[src/hw/tmr_pkg.sv]
/*
  Constants shared by the comparator-count / capture timer slice:
  register offsets, field positions, reset values and encodings.
  Assumes a 32-bit classic Wishbone bus with byte addresses.
*/
// Operation
// [RQ1] Comparator mode counts comparator edges, not clocks.
// [RQ2] Polarity bit picks rising or falling comparator edge.
// [RQ3] Comparator mode bypasses the prescaler entirely.
// [RQ4] Comparator reload: interrupt, count to one, continue.
// [RQ5] Enabled output inverts at each comparator reload.
// [RQ6] Polarity bit sets initial output level always.
// [RQ7] Start count only for first pass; then one.
// [RQ8] Software disables, configures, loads, then enables.
// [RQ9] Capture edge: interrupt, count keeps running on.
// [RQ10] Capture event sets the capture interrupt flag.
// [RQ11] Capture mode counts to reload; interrupt, continue.
// [RQ12] Reload interrupt clears the capture interrupt flag.
// [RQ13] Software zeroes capture value; zero means reload.
// [RQ14] Source field: both, capture only, reload only.
// [RQ15] Software sequence for capture mode before enabling.
// [RQ16] Interrupt request pulse lasts one clock period.
// [RQ17] Disabled: output equals polarity; enabled: toggles. Code toggles in comparator mode only, holds in capture.
// [RQ18] Prescaler divides by two to the exponent; resets.
// [RQ19] Disabled timer holds count and raises nothing.
package tmr_pkg;
  // =========================================================
  // register offsets (byte addresses)
  localparam logic [7:0] OFS_CTRL   = 8'h00;
  localparam logic [7:0] OFS_COUNT  = 8'h04;
  localparam logic [7:0] OFS_RELOAD = 8'h08;
  localparam logic [7:0] OFS_CAPT   = 8'h0c;
  localparam logic [7:0] OFS_STAT   = 8'h10;
  localparam logic [7:0] OFS_MASK   = 8'h14;
  // =========================================================
  // timer_control_one field positions
  localparam int CTL_EN     = 0;
  localparam int CTL_MODE   = 1;
  localparam int CTL_POL    = 2;
  localparam int CTL_PRE_LO = 3;
  localparam int CTL_PRE_HI = 5;
  localparam int CTL_OUTEN  = 6;
  localparam int CTL_SRC_LO = 8;
  localparam int CTL_SRC_HI = 9;
  localparam int CTL_CAPF   = 16;
  // status and mask bit positions
  localparam int ST_RELOAD  = 0;
  localparam int ST_CAPTURE = 1;
  // =========================================================
  // reset values and fixed counts
  localparam logic [15:0] CTRL_RST   = 16'h0000;
  localparam logic [15:0] COUNT_RST  = 16'h0001;
  localparam logic [15:0] RELOAD_RST = 16'hffff;
  localparam logic [15:0] CAPT_RST   = 16'h0000;
  localparam logic [15:0] COUNT_ONE  = 16'h0001;
  localparam logic [1:0]  STAT_RST   = 2'h0;
  localparam int          PRE_W      = 7;
  // =========================================================
  // enumerations
  typedef enum logic {MODE_CAPTURE, MODE_CMP_COUNT} tmr_mode_t;
  typedef enum logic [1:0] {
    SRC_BOTH, SRC_CAPT_ONLY, SRC_RELOAD_ONLY, SRC_BOTH_ALT
  } int_src_t;
endpackage

[src/hw/edge_pick.sv]
/*
  Two-flop synchroniser with selectable edge detection.
  Assumes sig_i is asynchronous to clk_i.
*/
`timescale 1ns/1ps
module edge_pick (
  // clock and reset
  input  wire logic clk_i,
  input  wire logic rst_i,
  // pin side
  input  wire logic sig_i,
  input  wire logic fall_sel_i,
  // detected edge
  output logic      edge_o
);
  logic meta_reg;
  logic sync_reg;
  logic prev_reg;

  // =========================================================
  // synchroniser and history
  always_ff @(posedge clk_i) begin
    if (rst_i) begin
      meta_reg <= 1'b0;
      sync_reg <= 1'b0;
      prev_reg <= 1'b0;
    end else begin
      meta_reg <= sig_i;
      sync_reg <= meta_reg;
      prev_reg <= sync_reg;
    end
  end

  // rising or falling edge as selected
  assign edge_o = fall_sel_i ? (prev_reg & ~sync_reg)
                             : (sync_reg & ~prev_reg);
endmodule

[src/hw/prescaler.sv]
/*
  Power-of-two prescaler for the system clock.
  Assumes run_i is low whenever the divider must restart.
*/
`timescale 1ns/1ps
module prescaler
  import tmr_pkg::*;
(
  // clock and reset
  input  wire logic       clk_i,
  input  wire logic       rst_i,
  // control
  input  wire logic       run_i,
  input  wire logic [2:0] exp_i,
  // one tick per divided period
  output logic            tick_o
);
  logic [PRE_W-1:0] div_reg;
  logic [PRE_W-1:0] lim;

  // low exp_i bits set: the last count of a period
  assign lim = PRE_W'((8'h01 << exp_i) - 8'h01);

  // =========================================================
  // divider counter, cleared while stopped
  always_ff @(posedge clk_i) begin
    if (rst_i || !run_i) begin
      div_reg <= '0; // [RQ18]
    end else if (div_reg == lim) begin
      div_reg <= '0;
    end else begin
      div_reg <= div_reg + PRE_W'(1);
    end
  end

  assign tick_o = run_i && (div_reg == lim);
endmodule

[src/hw/tmr_slice.sv]
/*
  Timer slice: comparator counter and capture modes with a
  classic Wishbone register port and a level interrupt.
  Assumes a 200 MHz clk_i, synchronous active-high rst_i,
  and pin / comparator inputs asynchronous to clk_i.
*/
`timescale 1ns/1ps
module tmr_slice (
  // clock and reset
  input  wire logic        clk_i,
  input  wire logic        rst_i,
  // wishbone slave
  input  wire logic        cyc_i,
  input  wire logic        stb_i,
  input  wire logic        we_i,
  input  wire logic [7:0]  adr_i,
  input  wire logic [3:0]  sel_i,
  input  wire logic [31:0] dat_i,
  output logic      [31:0] dat_o,
  output logic             ack_o,
  // event sources
  input  wire logic        cmp_out_i,
  input  wire logic        timer_in_i,
  // timer output pin
  output logic             timer_out_o,
  output logic             timer_out_oe_o,
  // interrupts
  output logic             irq_pulse_o,
  output logic             irq_o
);
  import tmr_pkg::*;

  // =========================================================
  // declarations
  logic [15:0] ctrl_reg;
  logic [15:0] count_reg;
  logic [15:0] reload_reg;
  logic [15:0] capt_reg;
  logic [1:0]  stat_reg;
  logic [1:0]  stat_next;
  logic [1:0]  mask_reg;
  logic        capf_reg;
  logic        out_reg;
  logic        oe_reg;
  logic        ack_reg;
  logic [31:0] rdat_reg;
  logic        irq_reg;
  logic        pulse_reg;

  logic        en;
  tmr_mode_t   mode;
  logic        pol;
  int_src_t    src;
  logic        bus_req;
  logic        wr;
  logic [31:0] wmask;
  logic        wr_count;
  logic        cmp_edge;
  logic        cap_edge;
  logic        pre_tick;
  logic        step;
  logic        at_reload;
  logic        ev_reload;
  logic        ev_capture;
  logic        ev_sel;

  assign en   = ctrl_reg[CTL_EN];
  assign mode = tmr_mode_t'(ctrl_reg[CTL_MODE]);
  assign pol  = ctrl_reg[CTL_POL];
  assign src  = int_src_t'(ctrl_reg[CTL_SRC_HI:CTL_SRC_LO]);

  // =========================================================
  // event front ends
  // comparator edge chosen by the polarity bit
  edge_pick u_cmp_edge (
    .clk_i      (clk_i),
    .rst_i      (rst_i),
    .sig_i      (cmp_out_i),
    .fall_sel_i (pol),
    .edge_o     (cmp_edge)
  ); // [RQ2]

  // capture edge chosen by the same bit
  edge_pick u_cap_edge (
    .clk_i      (clk_i),
    .rst_i      (rst_i),
    .sig_i      (timer_in_i),
    .fall_sel_i (pol),
    .edge_o     (cap_edge)
  );

  // divider runs only while enabled in capture mode
  prescaler u_pre (
    .clk_i  (clk_i),
    .rst_i  (rst_i),
    .run_i  (en && mode == MODE_CAPTURE),
    .exp_i  (ctrl_reg[CTL_PRE_HI:CTL_PRE_LO]),
    .tick_o (pre_tick)
  ); // [RQ18]

  // =========================================================
  // counting events
  // comparator edges step the count directly, no divider
  always_comb begin
    if (mode == MODE_CMP_COUNT) begin
      step = en && cmp_edge; // [RQ1] [RQ3]
    end else begin
      step = en && pre_tick;
    end
  end

  assign at_reload  = (count_reg == reload_reg);
  assign ev_reload  = step && at_reload; // [RQ19]
  assign ev_capture = en && mode == MODE_CAPTURE && cap_edge;

  // source filter for the interrupt request
  always_comb begin
    case (src)
      SRC_CAPT_ONLY:   ev_sel = ev_capture; // [RQ14]
      SRC_RELOAD_ONLY: ev_sel = ev_reload;
      default:         ev_sel = ev_capture || ev_reload;
    endcase
  end

  // =========================================================
  // wishbone decode
  assign bus_req  = cyc_i && stb_i && !ack_reg;
  assign wr       = bus_req && we_i;
  assign wmask    = {{8{sel_i[3]}}, {8{sel_i[2]}},
                     {8{sel_i[1]}}, {8{sel_i[0]}}};
  assign wr_count = wr && adr_i == OFS_COUNT;

  // merge write data into a 16-bit register under byte enables
  function automatic logic [15:0] merge16(
    input logic [15:0] old_v,
    input logic [31:0] new_v,
    input logic [31:0] msk
  );
    merge16 = (old_v & ~msk[15:0]) | (new_v[15:0] & msk[15:0]);
  endfunction

  // one-cycle acknowledge, dropped the cycle after
  always_ff @(posedge clk_i) begin
    if (rst_i) begin
      ack_reg <= 1'b0;
    end else begin
      ack_reg <= bus_req;
    end
  end

  // registered read data; unmapped offsets read zero
  always_ff @(posedge clk_i) begin
    if (rst_i) begin
      rdat_reg <= 32'h0000_0000;
    end else if (bus_req && !we_i) begin
      if (adr_i == OFS_CTRL) begin
        rdat_reg <= {15'h0000, capf_reg, ctrl_reg};
      end else if (adr_i == OFS_COUNT) begin
        rdat_reg <= {16'h0000, count_reg};
      end else if (adr_i == OFS_RELOAD) begin
        rdat_reg <= {16'h0000, reload_reg};
      end else if (adr_i == OFS_CAPT) begin
        rdat_reg <= {16'h0000, capt_reg};
      end else if (adr_i == OFS_STAT) begin
        rdat_reg <= {30'h0000_0000, stat_reg};
      end else if (adr_i == OFS_MASK) begin
        rdat_reg <= {30'h0000_0000, mask_reg};
      end else begin
        rdat_reg <= 32'h0000_0000;
      end
    end
  end

  // =========================================================
  // control registers
  // control, reload and mask writes
  always_ff @(posedge clk_i) begin
    if (rst_i) begin
      ctrl_reg   <= CTRL_RST;
      reload_reg <= RELOAD_RST;
      mask_reg   <= STAT_RST;
    end else if (wr) begin
      if (adr_i == OFS_CTRL) begin
        ctrl_reg <= merge16(ctrl_reg, dat_i, wmask);
      end else if (adr_i == OFS_RELOAD) begin
        reload_reg <= merge16(reload_reg, dat_i, wmask);
      end else if (adr_i == OFS_MASK && sel_i[0]) begin
        mask_reg <= dat_i[1:0];
      end
    end
  end

  // =========================================================
  // counter
  // software load wins; start value lasts one pass only
  always_ff @(posedge clk_i) begin
    if (rst_i) begin
      count_reg <= COUNT_RST;
    end else if (wr_count) begin
      count_reg <= merge16(count_reg, dat_i, wmask);
    end else if (ev_reload) begin
      count_reg <= COUNT_ONE; // [RQ4] [RQ7] [RQ11]
    end else if (step) begin
      count_reg <= count_reg + 16'h0001; // [RQ9]
    end
  end

  // =========================================================
  // capture value and capture flag
  // capture beats a software write in the same cycle
  always_ff @(posedge clk_i) begin
    if (rst_i) begin
      capt_reg <= CAPT_RST;
    end else if (ev_capture) begin
      capt_reg <= count_reg;
    end else if (wr && adr_i == OFS_CAPT) begin
      capt_reg <= merge16(capt_reg, dat_i, wmask);
    end
  end

  // flag marks what caused the latest interrupt
  always_ff @(posedge clk_i) begin
    if (rst_i) begin
      capf_reg <= 1'b0;
    end else if (ev_capture) begin
      capf_reg <= 1'b1; // [RQ10]
    end else if (ev_reload && mode == MODE_CAPTURE) begin
      capf_reg <= 1'b0; // [RQ12]
    end
  end

  // =========================================================
  // timer output
  // follows polarity while disabled, toggles at reload in comparator mode only
  always_ff @(posedge clk_i) begin
    if (rst_i) begin
      out_reg <= CTRL_RST[CTL_POL];
    end else if (!en) begin
      out_reg <= pol; // [RQ6] [RQ17]
    end else if (ev_reload && mode == MODE_CMP_COUNT) begin
      out_reg <= !out_reg; // [RQ5] [RQ17]
    end
  end

  // pin drive enable from the alternate function bit
  always_ff @(posedge clk_i) begin
    if (rst_i) begin
      oe_reg <= 1'b0;
    end else begin
      oe_reg <= ctrl_reg[CTL_OUTEN];
    end
  end

  // =========================================================
  // interrupts
  // sticky status, write one to clear, set wins
  always_comb begin
    stat_next = stat_reg;
    if (wr && adr_i == OFS_STAT && sel_i[0]) begin
      stat_next = stat_reg & ~dat_i[1:0];
    end
    if (ev_reload) begin
      stat_next[ST_RELOAD] = 1'b1;
    end
    if (ev_capture) begin
      stat_next[ST_CAPTURE] = 1'b1;
    end
  end

  always_ff @(posedge clk_i) begin
    if (rst_i) begin
      stat_reg <= STAT_RST;
    end else begin
      stat_reg <= stat_next;
    end
  end

  // level request while an unmasked status bit is set
  always_ff @(posedge clk_i) begin
    if (rst_i) begin
      irq_reg <= 1'b0;
    end else begin
      irq_reg <= |(stat_next & mask_reg);
    end
  end

  // single-period request to the interrupt controller
  always_ff @(posedge clk_i) begin
    if (rst_i) begin
      pulse_reg <= 1'b0;
    end else begin
      pulse_reg <= ev_sel; // [RQ16]
    end
  end

  // =========================================================
  // outputs
  assign dat_o          = rdat_reg;
  assign ack_o          = ack_reg;
  assign timer_out_o    = out_reg;
  assign timer_out_oe_o = oe_reg;
  assign irq_pulse_o    = pulse_reg;
  assign irq_o          = irq_reg;
endmodule

[config.mk]
export PLATFORM = sky130hd
export DESIGN_NAME = tmr_slice
export DESIGN_NICKNAME = d
export VERILOG_FILES = /design/src/hw/tmr_pkg.sv /design/src/hw/edge_pick.sv /design/src/hw/prescaler.sv /design/src/hw/tmr_slice.sv
export SDC_FILE = /design/constraint.sdc
export NUM_CORES = 1
export LEC_CHECK = 0
export ABC_AREA = 1
export BUFFER_PORTS_ARGS = -buffer_cell sky130_fd_sc_hd__buf_2
export CAP_MARGIN = 5
export CORE_AREA = 2 2 102 202
export DETAILED_ROUTE_END_ITERATION = 7
export DIE_AREA = 0 0 104 204
export PLACE_DENSITY_LB_ADDON = 0.3
export SYNTH_ARGS = -nofsm -noshare
export SYNTH_HDL_FRONTEND = slang
export SYNTH_HIERARCHICAL = 1
export SYNTH_SLANG_ARGS = --single-unit
[constraint.sdc]
create_clock -name clk_i -period 2.71 [get_ports clk_i]
set_input_delay 0.271 -clock clk_i [delete_from_list [all_inputs] [get_ports clk_i]]
set_output_delay 0.271 -clock clk_i [all_outputs]
set_load 0.05 [all_outputs]
After elaboration in Yosys (flattened, before gate mapping)
Cells that the tools add are included.
{ "totals": {"regBits": 119} }
{ "op_classes": {"add_sub_neg": 3, "n_eq_ne": 10, "shifts": 1, "mux": 22, "n_bitwise": 24, "n_reduce_logical": 32} }
{ "op_table": {"columns": ["cell", "n"], "rows": [
  ["two-way mux 16 bit", 8],
  ["bitwise AND 16 bit", 5],
  ["OR 16 bit", 4],
  ["logical AND 1 bit", 17],
  ["two-way mux 17 bit", 1],
  ["adder 16 x 1 -> 16 bit, second input constant", 1],
  ["== test 16 bit", 1],
  ["== test 8 x 4 -> 1 bit, second input constant", 2],
  ["== test 8 x 5 -> 1 bit, second input constant", 2],
  ["inverter 16 bit", 1],
  ["two-way mux 1 bit", 9],
  ["== test 8 x 3 -> 1 bit, second input constant", 1],
  ["logical NOT 8 bit", 1],
  ["adder 7 x 1 -> 7 bit, second input constant", 1],
  ["== test 7 bit", 1],
  ["inverter 1 bit", 7],
  ["<< shifter 1 x 3 -> 7 bit, first input constant", 1],
  ["subtractor 7 x 1 -> 7 bit, second input constant", 1],
  ["two-way mux 2 bit", 3],
  ["bitwise AND 1 bit", 4],
  ["bitwise AND 2 bit", 2],
  ["logical NOT 1 bit", 4],
  ["AND reduction 4 bit", 1],
  ["nonzero test 2 bit", 2],
  ["other kinds (10)", 12]
]} }

Longest topological paths before layout
Gate-level depths: netlist of run 1.
{ "logic_depth": {"ltp_word": 10, "depth_mapped": 17} }

By module
Netlist of run 1, hierarchy kept.
{ "by_module_without_submodules": {"columns": ["module", "n_inst", "cells_each", "area_per_inst_um2", "seq_area_each_um2"], "rows": [
  ["tmr_slice", 1, 750, 5141.2, 1821.7],
  ["prescaler", 1, 72, 445.4, 140.1],
  ["edge_pick", 2, 14, 103.8, 60.1]
]} }

Least setup slack after synthesis of run 1
OpenSTA, ideal clock, no wires.
{ "synth_path": {"kind": "reg-to-reg", "from": "register (tool-made name)", "to": "register (tool-made name)", "t_arrival_ps": 1860, "required_time_ps": 2595, "slack_ps": 736, "stages_incl_launch_ff": 15, "period_less_slack_ps": 1974, "cell_sequence": "dfxtp_1 nand2_1 nand3_1 nand2_1 nor2_1 nand3_1 nor2_1 nor2_1 nor2_1 nand2_1 nor2_1 nand3_4 nand2_4 nor2_1 o21a_1"} }

==> results of run 1 <==
worst paths after layout:
kind | slack [ns] | cells past startpoint | endpoint
min reg2reg | 0.41 | 2 | u_cmp_edge/sync_reg
max reg2reg | 0.37 | 15 | flip-flop
min | 0.11 | 3 | u_cap_edge/meta_reg
max | 0.37 | 15 | flip-flop
stage by stage:
stage | total power, W | cells
final | 0.00313 | 1158
after global routing | 0.00322 | 1158
after CTS | 0.00315 | 1158
after detailed placement | 0.00185 | 1142
after global placement | 0.00185 | 1142
after floorplan | 0.00178 | 864
final cells by class:
cell class / instances / area (µm²)
clock buffers: 10 / 229
clock inverters: 6 / 58.8
repair buffers: 65 / 353
fillers: 2206 / 13200
flip-flops and latches: 104 / 2080
inverters: 109 / 412
well taps: 262 / 328
multi-input cells: 602 / 3060
metal layers:
| metal | vias up | share of wire | global-route usage |
|---|---|---|---|
| met5 | - | 0 | 0 |
| met4 | 0 | 0.070 | 0.119 |
| met3 | 64 | 0.033 | 0.0210 |
| met2 | 177 | 0.53 | 0.342 |
| met1 | 2608 | 0.36 | 0.177 |
| li1 | 2812 | - | - |
worst min-delay path, cell delays in order:
cell and delay [ns]:
sky130_fd_sc_hd__buf_2 0.08, sky130_fd_sc_hd__inv_1 0.03, sky130_fd_sc_hd__nor2_1 0.06
cell usage in the layout (no fill, tap or decap), types with 2 or more instances in the layout:
master                      netlist  final
sky130_fd_sc_hd__a211oi_1         3      3
sky130_fd_sc_hd__a21oi_1         79     79
sky130_fd_sc_hd__a22oi_1          8      8
sky130_fd_sc_hd__a31oi_1          8      8
sky130_fd_sc_hd__a41oi_1          7      7
sky130_fd_sc_hd__buf_2           11     54
sky130_fd_sc_hd__buf_4           17     11
sky130_fd_sc_hd__clkbuf_16        0      9
sky130_fd_sc_hd__conb_1           1     15
sky130_fd_sc_hd__dfxtp_1        104    102
sky130_fd_sc_hd__dfxtp_2          0      2
sky130_fd_sc_hd__ha_1             4      4
sky130_fd_sc_hd__inv_1           99     99
sky130_fd_sc_hd__inv_2            8      8
sky130_fd_sc_hd__inv_6            0      2
sky130_fd_sc_hd__nand2_1        216    216
sky130_fd_sc_hd__nand2_2          5      5
sky130_fd_sc_hd__nand2_4          6      6
sky130_fd_sc_hd__nand3_1         31     31
sky130_fd_sc_hd__nand3_2          3      3
sky130_fd_sc_hd__nand3_4          2      2
sky130_fd_sc_hd__nand4_1         11     11
sky130_fd_sc_hd__nor2_1          74     74
sky130_fd_sc_hd__nor2_2           8      8
sky130_fd_sc_hd__nor2_4           2      2
sky130_fd_sc_hd__nor3_1           6      6
sky130_fd_sc_hd__nor3_4           2      2
sky130_fd_sc_hd__o211ai_1         9      9
sky130_fd_sc_hd__o21a_1           3      3
sky130_fd_sc_hd__o21ai_0         53     53
sky130_fd_sc_hd__o21ai_1         11     11
sky130_fd_sc_hd__o21ai_2          2      2
sky130_fd_sc_hd__o21ai_4          2      2
sky130_fd_sc_hd__o221ai_1         8      8
sky130_fd_sc_hd__xnor2_1          6      6
sky130_fd_sc_hd__xor2_1          10     10
cells by family (layout without fill, tap and decap cells):
| logic type | count (synthesis) | after routing | synth area share |
|---|---|---|---|
| AOI/OAI and AO/OA | 196 | 196 | 0.198 |
| DFF | 104 | 104 | 0.359 |
| xor gates and xnor gates | 16 | 16 | 0.0242 |
| buffers and inverters | 158 | 190 | 0.121 |
| other | 1 | 15 | 0.000647 |
| adders and majority gates | 4 | 4 | 0.00864 |
| and+or+nand+nor | 371 | 371 | 0.288 |
power groups by stage:
stage               Combinational (W)  Clock [W]  Sequential [W]
global route                 0.000281    0.00139         0.00155
finish                       0.000262    0.00132         0.00155
detailed placement           0.000263          0         0.00159
CTS                          0.000264    0.00134         0.00155
global placement             0.000263          0         0.00159
floorplan                    0.000152          0         0.00162
==> run summary, run 1 <==
### Hold path
* in -> reg — worst hold-check path type
* timer_in_i — worst min-delay path startpoint

### Cells and area
* 0.331 — fraction of the core area covered by cells at the end of the flow
* 0.141 — ratio of cells with drive above 1 in the final layout
* 946 — number of nets in the finished design
* 12.7% — Area Growth Syn to Fin
* 6530 µm² — post-route cell area
* 0 — Antenna diodes

### Worst setup path
* sky130_fd_sc_hd__dfxtp_2 — Slowest cell on crit path
* sky130_fd_sc_hd__nor2_1 — most repeated library cell on the critical path
* simple AND/OR/NAND/NOR gates — CP delay by family, top
* reg -> reg — classification of the worst setup path
* 0.45 ns — largest stage delay on the critical path
* flip-flop — Setup crit start kind
* flip-flop — category of the worst setup path capture point
* 2.96 ns — required time of the critical path
* 11 — biggest fanout along the worst timing path
* nand2_1 > nand3_1 > nand2_1 > nor2_1 > nand3_1 > nor2_1 > nor2_1 > nor2_1 > nand2_1 > nor2_1 > nand3_4 > nand2_4 > inv_1 > nand2_1 > a21oi_1 — critical-path cell list
* 1 — worst path bufs/invs
* 2.59 ns — Critical Path AT

### Timing
* 0.371 ns — worst path setup slack after routing
* 0 ns — Fin Setup TNS
* 0.863 — post-route clock period utilization
* 0 — number of pins exceeding their max-slew limit in the final report
* 0.427 GHz — maximum clock frequency
* 0 — number of hold violations in the final report
* 2.34 ns — minimum clock period after layout
* no — RSZ-0062 raised after global routing
* 0 — setup-violating endpoint count in the final report
* 0.653 ns — pin slew with the least headroom to its limit
* 0.0184 ns — Layout Skew
* 0.562 — Max-slew headroom
* 0.110 ns — worst hold slack across all endpoints

### CTS
* 9 — Inserted Clock Buffers
* 0.08 ns — clock slew at reported path FFs
* 0 — count of buffers added by post-CTS timing repair for setup
* 3 — Max H-tree Level
* 0 — number of buffers added to fix hold violations after cts
* 104 — number of clock sinks seen by CTS
* 2 — largest buffer count on any clock path
* 0 — CTS-repair resized insts
* done — clock tree from TritonCTS
* 0.36 ns — later-pin clock latency in the skew report
* sky130_fd_sc_hd__clkbuf_16 — cell at the root of the clock tree

### Yosys
* 0.359 — top-area cell type share of the netlist area
* 850 — gate count after technology mapping
* 0 — Post-synth EDFFs
* 0.359 — share of synthesized area occupied by flip-flops and latches
* 6.82 µm² — average cell area after synthesis
* sky130_fd_sc_hd__nand2_1 (216), sky130_fd_sc_hd__dfxtp_1 (104), sky130_fd_sc_hd__inv_1 (99), sky130_fd_sc_hd__a21oi_1 (79), sky130_fd_sc_hd__nor2_1 (74) — most used standard cells in the synthesized netlist
* 104 — FF+latch count, synth
* 0 — share of async-settable or async-resettable flops after synthesis
* sky130_fd_sc_hd__dfxtp_1 — cell accounting for the most synthesized area
* sky130_fd_sc_hd__nand2_1 — most common cell in the synthesized netlist
* sky130_fd_sc_hd__dfxtp_1 — Most used DFF post-synth
* 47 — Synth cell types
* 6 — Yosys warnings
* sky130_fd_sc_hd__dfxtp_1 (36%), sky130_fd_sc_hd__nand2_1 (14%), sky130_fd_sc_hd__a21oi_1 (6.8%) — top cells by area in the synthesized netlist
* 5790 µm² — Synth Cell Area

### Drt
* 16.4 µm — Routed WL per cell
* 282 — number of violations reported at the end of detailed-routing iteration 0
* 5661 — total number of vias
* 4.89 — detail-routed via count per cell
* 0 — number of nets with antenna violations after routing
* 5 — drt first pass iters
* 0 — detailed-route DRC error count
* 19000 µm — aggregate routed wire length

### Floorplanning
* 73 — Rows
* 104 µm — width of the chip
* 19700 µm² — Core Box Area
* 0.294 — Initial Util
* 88 — number of I/O pins
* 21200 µm² — overall die area
* 204 µm — die height

### Pwr
* 479 nW/µm² — P per Cell Area
* 0.084 — relative contribution of combinational cells to total power
* 0.000884 W — net load switching power
* 0.283 — switching share of power
* 0.00224 W — internal power contribution
* 0.421 — portion of total power attributed to the clock network
* 2.89 nW — leakage
* 0.288 mV — maximum vdd ir drop
* 0.495 — part of the total power dissipated in sequential elements

### Global routing
* 0.178 — global routing usage summed across all routing layers
* 5333 — number of global-route vias before repair
* 29100 µm — global-route wire length before repair
* 40 — largest net degree at the start of global routing
* 0 — global route total overflow
* 0 — initial antenna violation count

### Placement
* 6240 µm² — total cell area at the placement stage
* 14400 µm — half-perimeter wire length of the detailed placement result
* 0.209 ns — setup slack at placement
* 54 — I/O Buffers
* 0.993 — routability cong.

### Run status
* complete, no violations — status

### Job
* 0 — total of max-cap violations

Power figures use the tool's default switching activity.
==> run 2: changes to the inputs <==
==> constraint.sdc (replaced) <==
create_clock -name clk_i -period 2.71 [get_ports clk_i]
set_input_delay 0.542 -clock clk_i [delete_from_list [all_inputs] [get_ports clk_i]]
set_output_delay 0.542 -clock clk_i [all_outputs]
set_load 0.05 [all_outputs]
==> run 2 against run 1 <==
Combinational power hardly changed. Register-to-register slack worse by 0.09 ns. Sequential share of layout area is 0.28 points lower. Worst hold slack better by 0.28 ns. Clock power increased by 4%. Wire length decreased by 0.36%. Worst setup slack got worse by 0.086 ns. Cell count grew 0.43%. Total power rose by 1.8%. Critical path depth unchanged.
==> run summary, run 2 (synthesized netlist as in run 1, its figures left out) <==
### Global routing
* 29200 µm — global-route wire length before repair
* 0 — initial antenna violation count
* 5444 — number of global-route vias before repair
* 0 — global route total overflow
* 40 — largest net degree at the start of global routing
* 0.178 — global routing usage summed across all routing layers

### Timing
* 0 ns — Fin Setup TNS
* 2.43 ns — minimum clock period after layout
* 0.895 — post-route clock period utilization
* 0.393 ns — worst hold slack across all endpoints
* 0.412 GHz — maximum clock frequency
* 0 — setup-violating endpoint count in the final report
* 0.578 — Max-slew headroom
* 0.628 ns — pin slew with the least headroom to its limit
* no — RSZ-0062 raised after global routing
* 0.0112 ns — Layout Skew
* 0 — number of hold violations in the final report
* 0 — number of pins exceeding their max-slew limit in the final report
* 0.285 ns — worst path setup slack after routing

### Cells and area
* 13.6% — Area Growth Syn to Fin
* 0.334 — fraction of the core area covered by cells at the end of the flow
* 2080 µm² — area occupied by registers
* 951 — number of nets in the finished design
* sky130_fd_sc_hd__nand2_1 — commonest non-fill, non-tap cell in the layout
* 2218 — final-layout fill cell count
* 3070 µm² — combined area of the multi-input logic cells
* 0.145 — ratio of cells with drive above 1 in the final layout
* 0 — Antenna diodes
* sky130_fd_sc_hd__nand2_1 (216), sky130_fd_sc_hd__dfxtp_1 (103), sky130_fd_sc_hd__inv_1 (99) — commonest cells after routing, fill and taps aside

### Hold path
* u_cap_edge/meta_reg — Worst Hold Path EP
* 3 — number of cells on the worst hold path
* in -> reg — worst hold-check path type
* timer_in_i — worst min-delay path startpoint

### Worst setup path
* 0.52 ns — largest stage delay on the critical path
* simple AND/OR/NAND/NOR gates — CP delay by family, top
* 1 — worst path bufs/invs
* flip-flop — category of the worst setup path capture point
* nand2_1 > nand3_1 > nand2_1 > nor2_1 > nand3_1 > nor2_1 > nor2_1 > nor2_2 > nand2_1 > nor2_1 > nand3_4 > nand2_4 > inv_1 > nand2_1 > a21oi_1 — critical-path cell list
* 15 — number of cells on the worst reg-to-reg path
* 2.96 ns — required time of the critical path
* sky130_fd_sc_hd__dfxtp_1 — Slowest cell on crit path
* 0.28 ns — Worst R2R Setup Slack
* flip-flop — Setup crit start kind
* 9 — biggest fanout along the worst timing path
* reg -> reg — classification of the worst setup path
* 2.68 ns — Critical Path AT

### CTS
* 0.35 ns — later-pin clock latency in the skew report
* 104 — number of clock sinks seen by CTS
* 9 — Inserted Clock Buffers
* 0.08 ns — clock slew at reported path FFs
* 0 — count of buffers added by post-CTS timing repair for setup
* sky130_fd_sc_hd__clkbuf_16 — cell at the root of the clock tree
* done — clock tree from TritonCTS
* 3 — Max H-tree Level
* 2 — largest buffer count on any clock path
* 0 — number of buffers added to fix hold violations after cts

### Floorplanning
* 0.294 — Initial Util
* 21200 µm² — overall die area
* 73 — Rows
* 19700 µm² — Core Box Area
* 104 µm — width of the chip
* 88 — number of I/O pins
* 204 µm — die height

### Job
* 0 — total of max-cap violations

### Placement
* 0.906 — routability cong.
* 14600 µm — half-perimeter wire length of the detailed placement result
* 54 — I/O Buffers
* 0.131 ns — setup slack at placement

### Drt
* 0 — number of nets with antenna violations after routing
* 18900 µm — aggregate routed wire length
* 16.2 µm — Routed WL per cell
* 5 — drt first pass iters
* 4.79 — detail-routed via count per cell
* 5575 — total number of vias
* 285 — number of violations reported at the end of detailed-routing iteration 0
* 0 — detailed-route DRC error count

### Pwr
* 0.00318 W — total power
* 0.303 mV — maximum vdd ir drop
* 2.92 nW — leakage
* 484 nW/µm² — P per Cell Area

### Run status
* complete, no violations — status

## run 2: changes by cell type in the layout (fill, tap and decap cells not counted), sizes merged
cell      change
clkinvlp      +2
bufinv        +1
clkinv        -3
buf           +5
## run 2: worst max path at each step
stage,to,slack [ns],cells past startpoint
2_1_floorplan,flip-flop,0.74,14
3_3_place_gp,flip-flop,0.17,15
3_5_place_dp,flip-flop,0.13,15
4_1_cts,flip-flop,0.13,15
5_1_grt,flip-flop,0.005,17
6_report,flip-flop,0.28,15
## run 2: layer usage
metal | vias to the layer above | GRT usage | part of all wire
met5 | - | 0 | 0
met4 | 0 | 0.0956 | 0.047
met3 | 43 | 0.0201 | 0.032
met2 | 158 | 0.356 | 0.56
met1 | 2553 | 0.174 | 0.36
li1 | 2821 | - | -
## run 2: where the power goes
group	total [W]	internal [W]	switching, W
combinational	0.000265	0.0000567	0.000208
clock	0.00137	0.000732	0.000639
sequential	0.00155	0.00154	0.00000737
total	0.00318	0.00233	0.000855
## run 2: tightest hold or removal path: cells and delay by family
kind	cells	cell delay [ns]
buffers and inverters	2	0.11
AND/OR/NAND/NOR	1	0.06
## run 2: layout make-up
class,instances,share of cell area
multi-input combinational,602,0.466
sequential,104,0.316
inverter,109,0.0625
timing repair buffer,70,0.0593
tap,262,0.0498
clock buffer,10,0.0348
clock inverter,6,0.0112
## run 2: timing repair
action / CTS / global route
hold endpoints to repair: 0 / 0
endpoints found under the setup margin: 0 / 13
gates resized for setup: 0 / 2
## run 2: stage by stage
step	area [µm²]	instances
6_report	6580	1163
5_1_grt	6580	1163
4_1_cts	6580	1163
3_5_place_dp	6280	1147
3_3_place_gp	6280	1147
2_1_floorplan	5850	864
==> run 3: changes to the inputs <==
==> constraint.sdc (replaced) <==
create_clock -name clk_i -period 2.71 [get_ports clk_i]
set_input_delay 0.1355 -clock clk_i [delete_from_list [all_inputs] [get_ports clk_i]]
set_output_delay 0.1355 -clock clk_i [all_outputs]
set_load 0.05 [all_outputs]
==> run 3 against run 2 <==
Combinational power is essentially flat. Clock skew is essentially flat. Non-clock buffer count shrank 1. Fmax grew 2.3%. Largest cell class unchanged. Cell count is essentially flat. Global-route usage grew 0.20 points. Register-to-register slack gained 0.06 ns. Wire length shrank 0.41%. Total power grew 1.3%. Clock power grew 3%. Clock-buffer cell count shrank 1.
==> run summary, run 3 (synthesized netlist as in run 1, its figures left out) <==
### Floorplanning
* 204 µm — die height
* 88 — number of I/O pins
* 73 — Rows
* 19700 µm² — Core Box Area
* 104 µm — width of the chip
* 21200 µm² — overall die area
* 0.294 — Initial Util

### Global routing
* 0 — global route total overflow
* 0.180 — global routing usage summed across all routing layers
* 0 — initial antenna violation count
* 59 — largest net degree at the start of global routing
* 5510 — number of global-route vias before repair
* 29800 µm — global-route wire length before repair

### CTS
* 2 — largest buffer count on any clock path
* 3 — Max H-tree Level
* done — clock tree from TritonCTS
* 9 — Inserted Clock Buffers
* 0 — count of buffers added by post-CTS timing repair for setup
* 0.08 ns — clock slew at reported path FFs
* sky130_fd_sc_hd__clkbuf_16 — cell at the root of the clock tree
* 0.36 ns — later-pin clock latency in the skew report
* 104 — number of clock sinks seen by CTS

### Worst setup path
* flip-flop — category of the worst setup path capture point
* 2.62 ns — Critical Path AT
* reg -> reg — classification of the worst setup path
* nand2_1 > nand3_1 > nand2_1 > nor2_1 > nand3_1 > nor2_1 > nor2_1 > nor2_1 > nand2_1 > nor2_1 > nand3_4 > nand2_4 > nor2_1 > o21a_1 — critical-path cell list
* 0 — worst path bufs/invs
* simple AND/OR/NAND/NOR gates — CP delay by family, top
* 2.96 ns — required time of the critical path
* 14 — Crit path depth
* 14 — number of cells on the worst reg-to-reg path
* 0.45 ns — largest stage delay on the critical path
* flip-flop — Setup crit start kind
* 11 — biggest fanout along the worst timing path
* sky130_fd_sc_hd__dfxtp_2 — Slowest cell on crit path
* sky130_fd_sc_hd__nor2_1 — most repeated library cell on the critical path
* 0.34 ns — Worst R2R Setup Slack

### Drt
* 16.2 µm — Routed WL per cell
* 0 — detailed-route DRC error count
* 18800 µm — aggregate routed wire length
* 6 — drt first pass iters
* 285 — number of violations reported at the end of detailed-routing iteration 0
* 0 — number of nets with antenna violations after routing
* 4.80 — detail-routed via count per cell
* 5581 — total number of vias

### Cells and area
* 6590 µm² — post-route cell area
* 0 — Antenna diodes
* 0.143 — ratio of cells with drive above 1 in the final layout
* 2220 — final-layout fill cell count
* 2080 µm² — area occupied by registers
* 3060 µm² — combined area of the multi-input logic cells
* sky130_fd_sc_hd__nand2_1 (216), sky130_fd_sc_hd__dfxtp_1 (102), sky130_fd_sc_hd__inv_1 (99) — commonest cells after routing, fill and taps aside
* sky130_fd_sc_hd__nand2_1 — commonest non-fill, non-tap cell in the layout
* 13.8% — Area Growth Syn to Fin
* 950 — number of nets in the finished design

### Placement
* 0.913 — routability cong.
* 54 — I/O Buffers
* 6250 µm² — total cell area at the placement stage
* 14500 µm — half-perimeter wire length of the detailed placement result

### Timing
* 0.422 GHz — maximum clock frequency
* 0.0286 ns — worst hold slack across all endpoints
* 0 ns — Fin Setup TNS
* no — RSZ-0062 raised after global routing
* 0.626 ns — pin slew with the least headroom to its limit
* 0 — number of pins exceeding their max-slew limit in the final report
* 2.37 ns — minimum clock period after layout
* 0.874 — post-route clock period utilization
* 0.0115 ns — Layout Skew
* 0 — setup-violating endpoint count in the final report
* 0 — number of hold violations in the final report
* 0.580 — Max-slew headroom

### Pwr
* 489 nW/µm² — P per Cell Area
* 0.358 mV — maximum vdd ir drop
* 2.93 nW — leakage

### Hold path
* dat_i[0] — worst min-delay path startpoint
* 3 — number of cells on the worst hold path
* in -> reg — worst hold-check path type

### Job
* 0 — total of max-cap violations

### Run status
* complete, no violations — status

-- run 3: how the worst min path moves through the flow --
stage | slack, ns | endpoint
CTS | 0.02 | mask_reg[0]
global route | 0.03 | mask_reg[0]
global placement | 0.34 | u_cmp_edge/meta_reg
detailed placement | 0.34 | u_cmp_edge/meta_reg
floorplan | 0.21 | u_cap_edge/meta_reg
finish | 0.03 | mask_reg[0]
-- run 3: worst min-delay path: stages --
cell	delay [ns]
sky130_fd_sc_hd__buf_2	0.11
sky130_fd_sc_hd__inv_1	0.04
sky130_fd_sc_hd__a211oi_1	0.05
-- run 3: cell type report --
cell class / count / share of cell area
sequential: 104 / 0.316
multi-input combinational: 602 / 0.465
clock buffer: 9 / 0.0342
tap: 262 / 0.0497
inverter: 109 / 0.0624
timing repair buffer: 69 / 0.0588
clock inverter: 7 / 0.0140
-- run 3: metal layers --
layer | GRT usage | share of wire | vias to the layer above
met4 | 0.106 | 0.056 | 0
met3 | 0.0179 | 0.039 | 44
met1 | 0.179 | 0.35 | 2549
met5 | 0 | 0 | -
li1 | - | - | 2825
met2 | 0.354 | 0.55 | 163
-- run 3: per-stage QoR --
step,util,worst slack [ns],std cells,total power (W)
global placement,0.317,0.233,1144,0.00185
global route,0.334,0.0809,1162,0.00333
detailed placement,0.317,0.212,1144,0.00185
finish,0.334,0.340,1162,0.00323
CTS,0.334,0.208,1162,0.00325
floorplan,-,0.736,864,0.00178
-- run 3: repair_timing --
item / 4_1_cts / 5_1_grt
gates resized for setup: 0 / 2
endpoints found under the hold margin: 2 / 0
setup endpoints to repair: 0 / 9
hold buffers: 2 / 0
-- run 3: power breakdown --
part / total, W / switching, W / internal (W)
Combinational: 0.000262 / 0.000206 / 0.0000560
Clock: 0.00141 / 0.000670 / 0.000745
Sequential: 0.00155 / 0.00000770 / 0.00154
Total: 0.00323 / 0.000884 / 0.00234
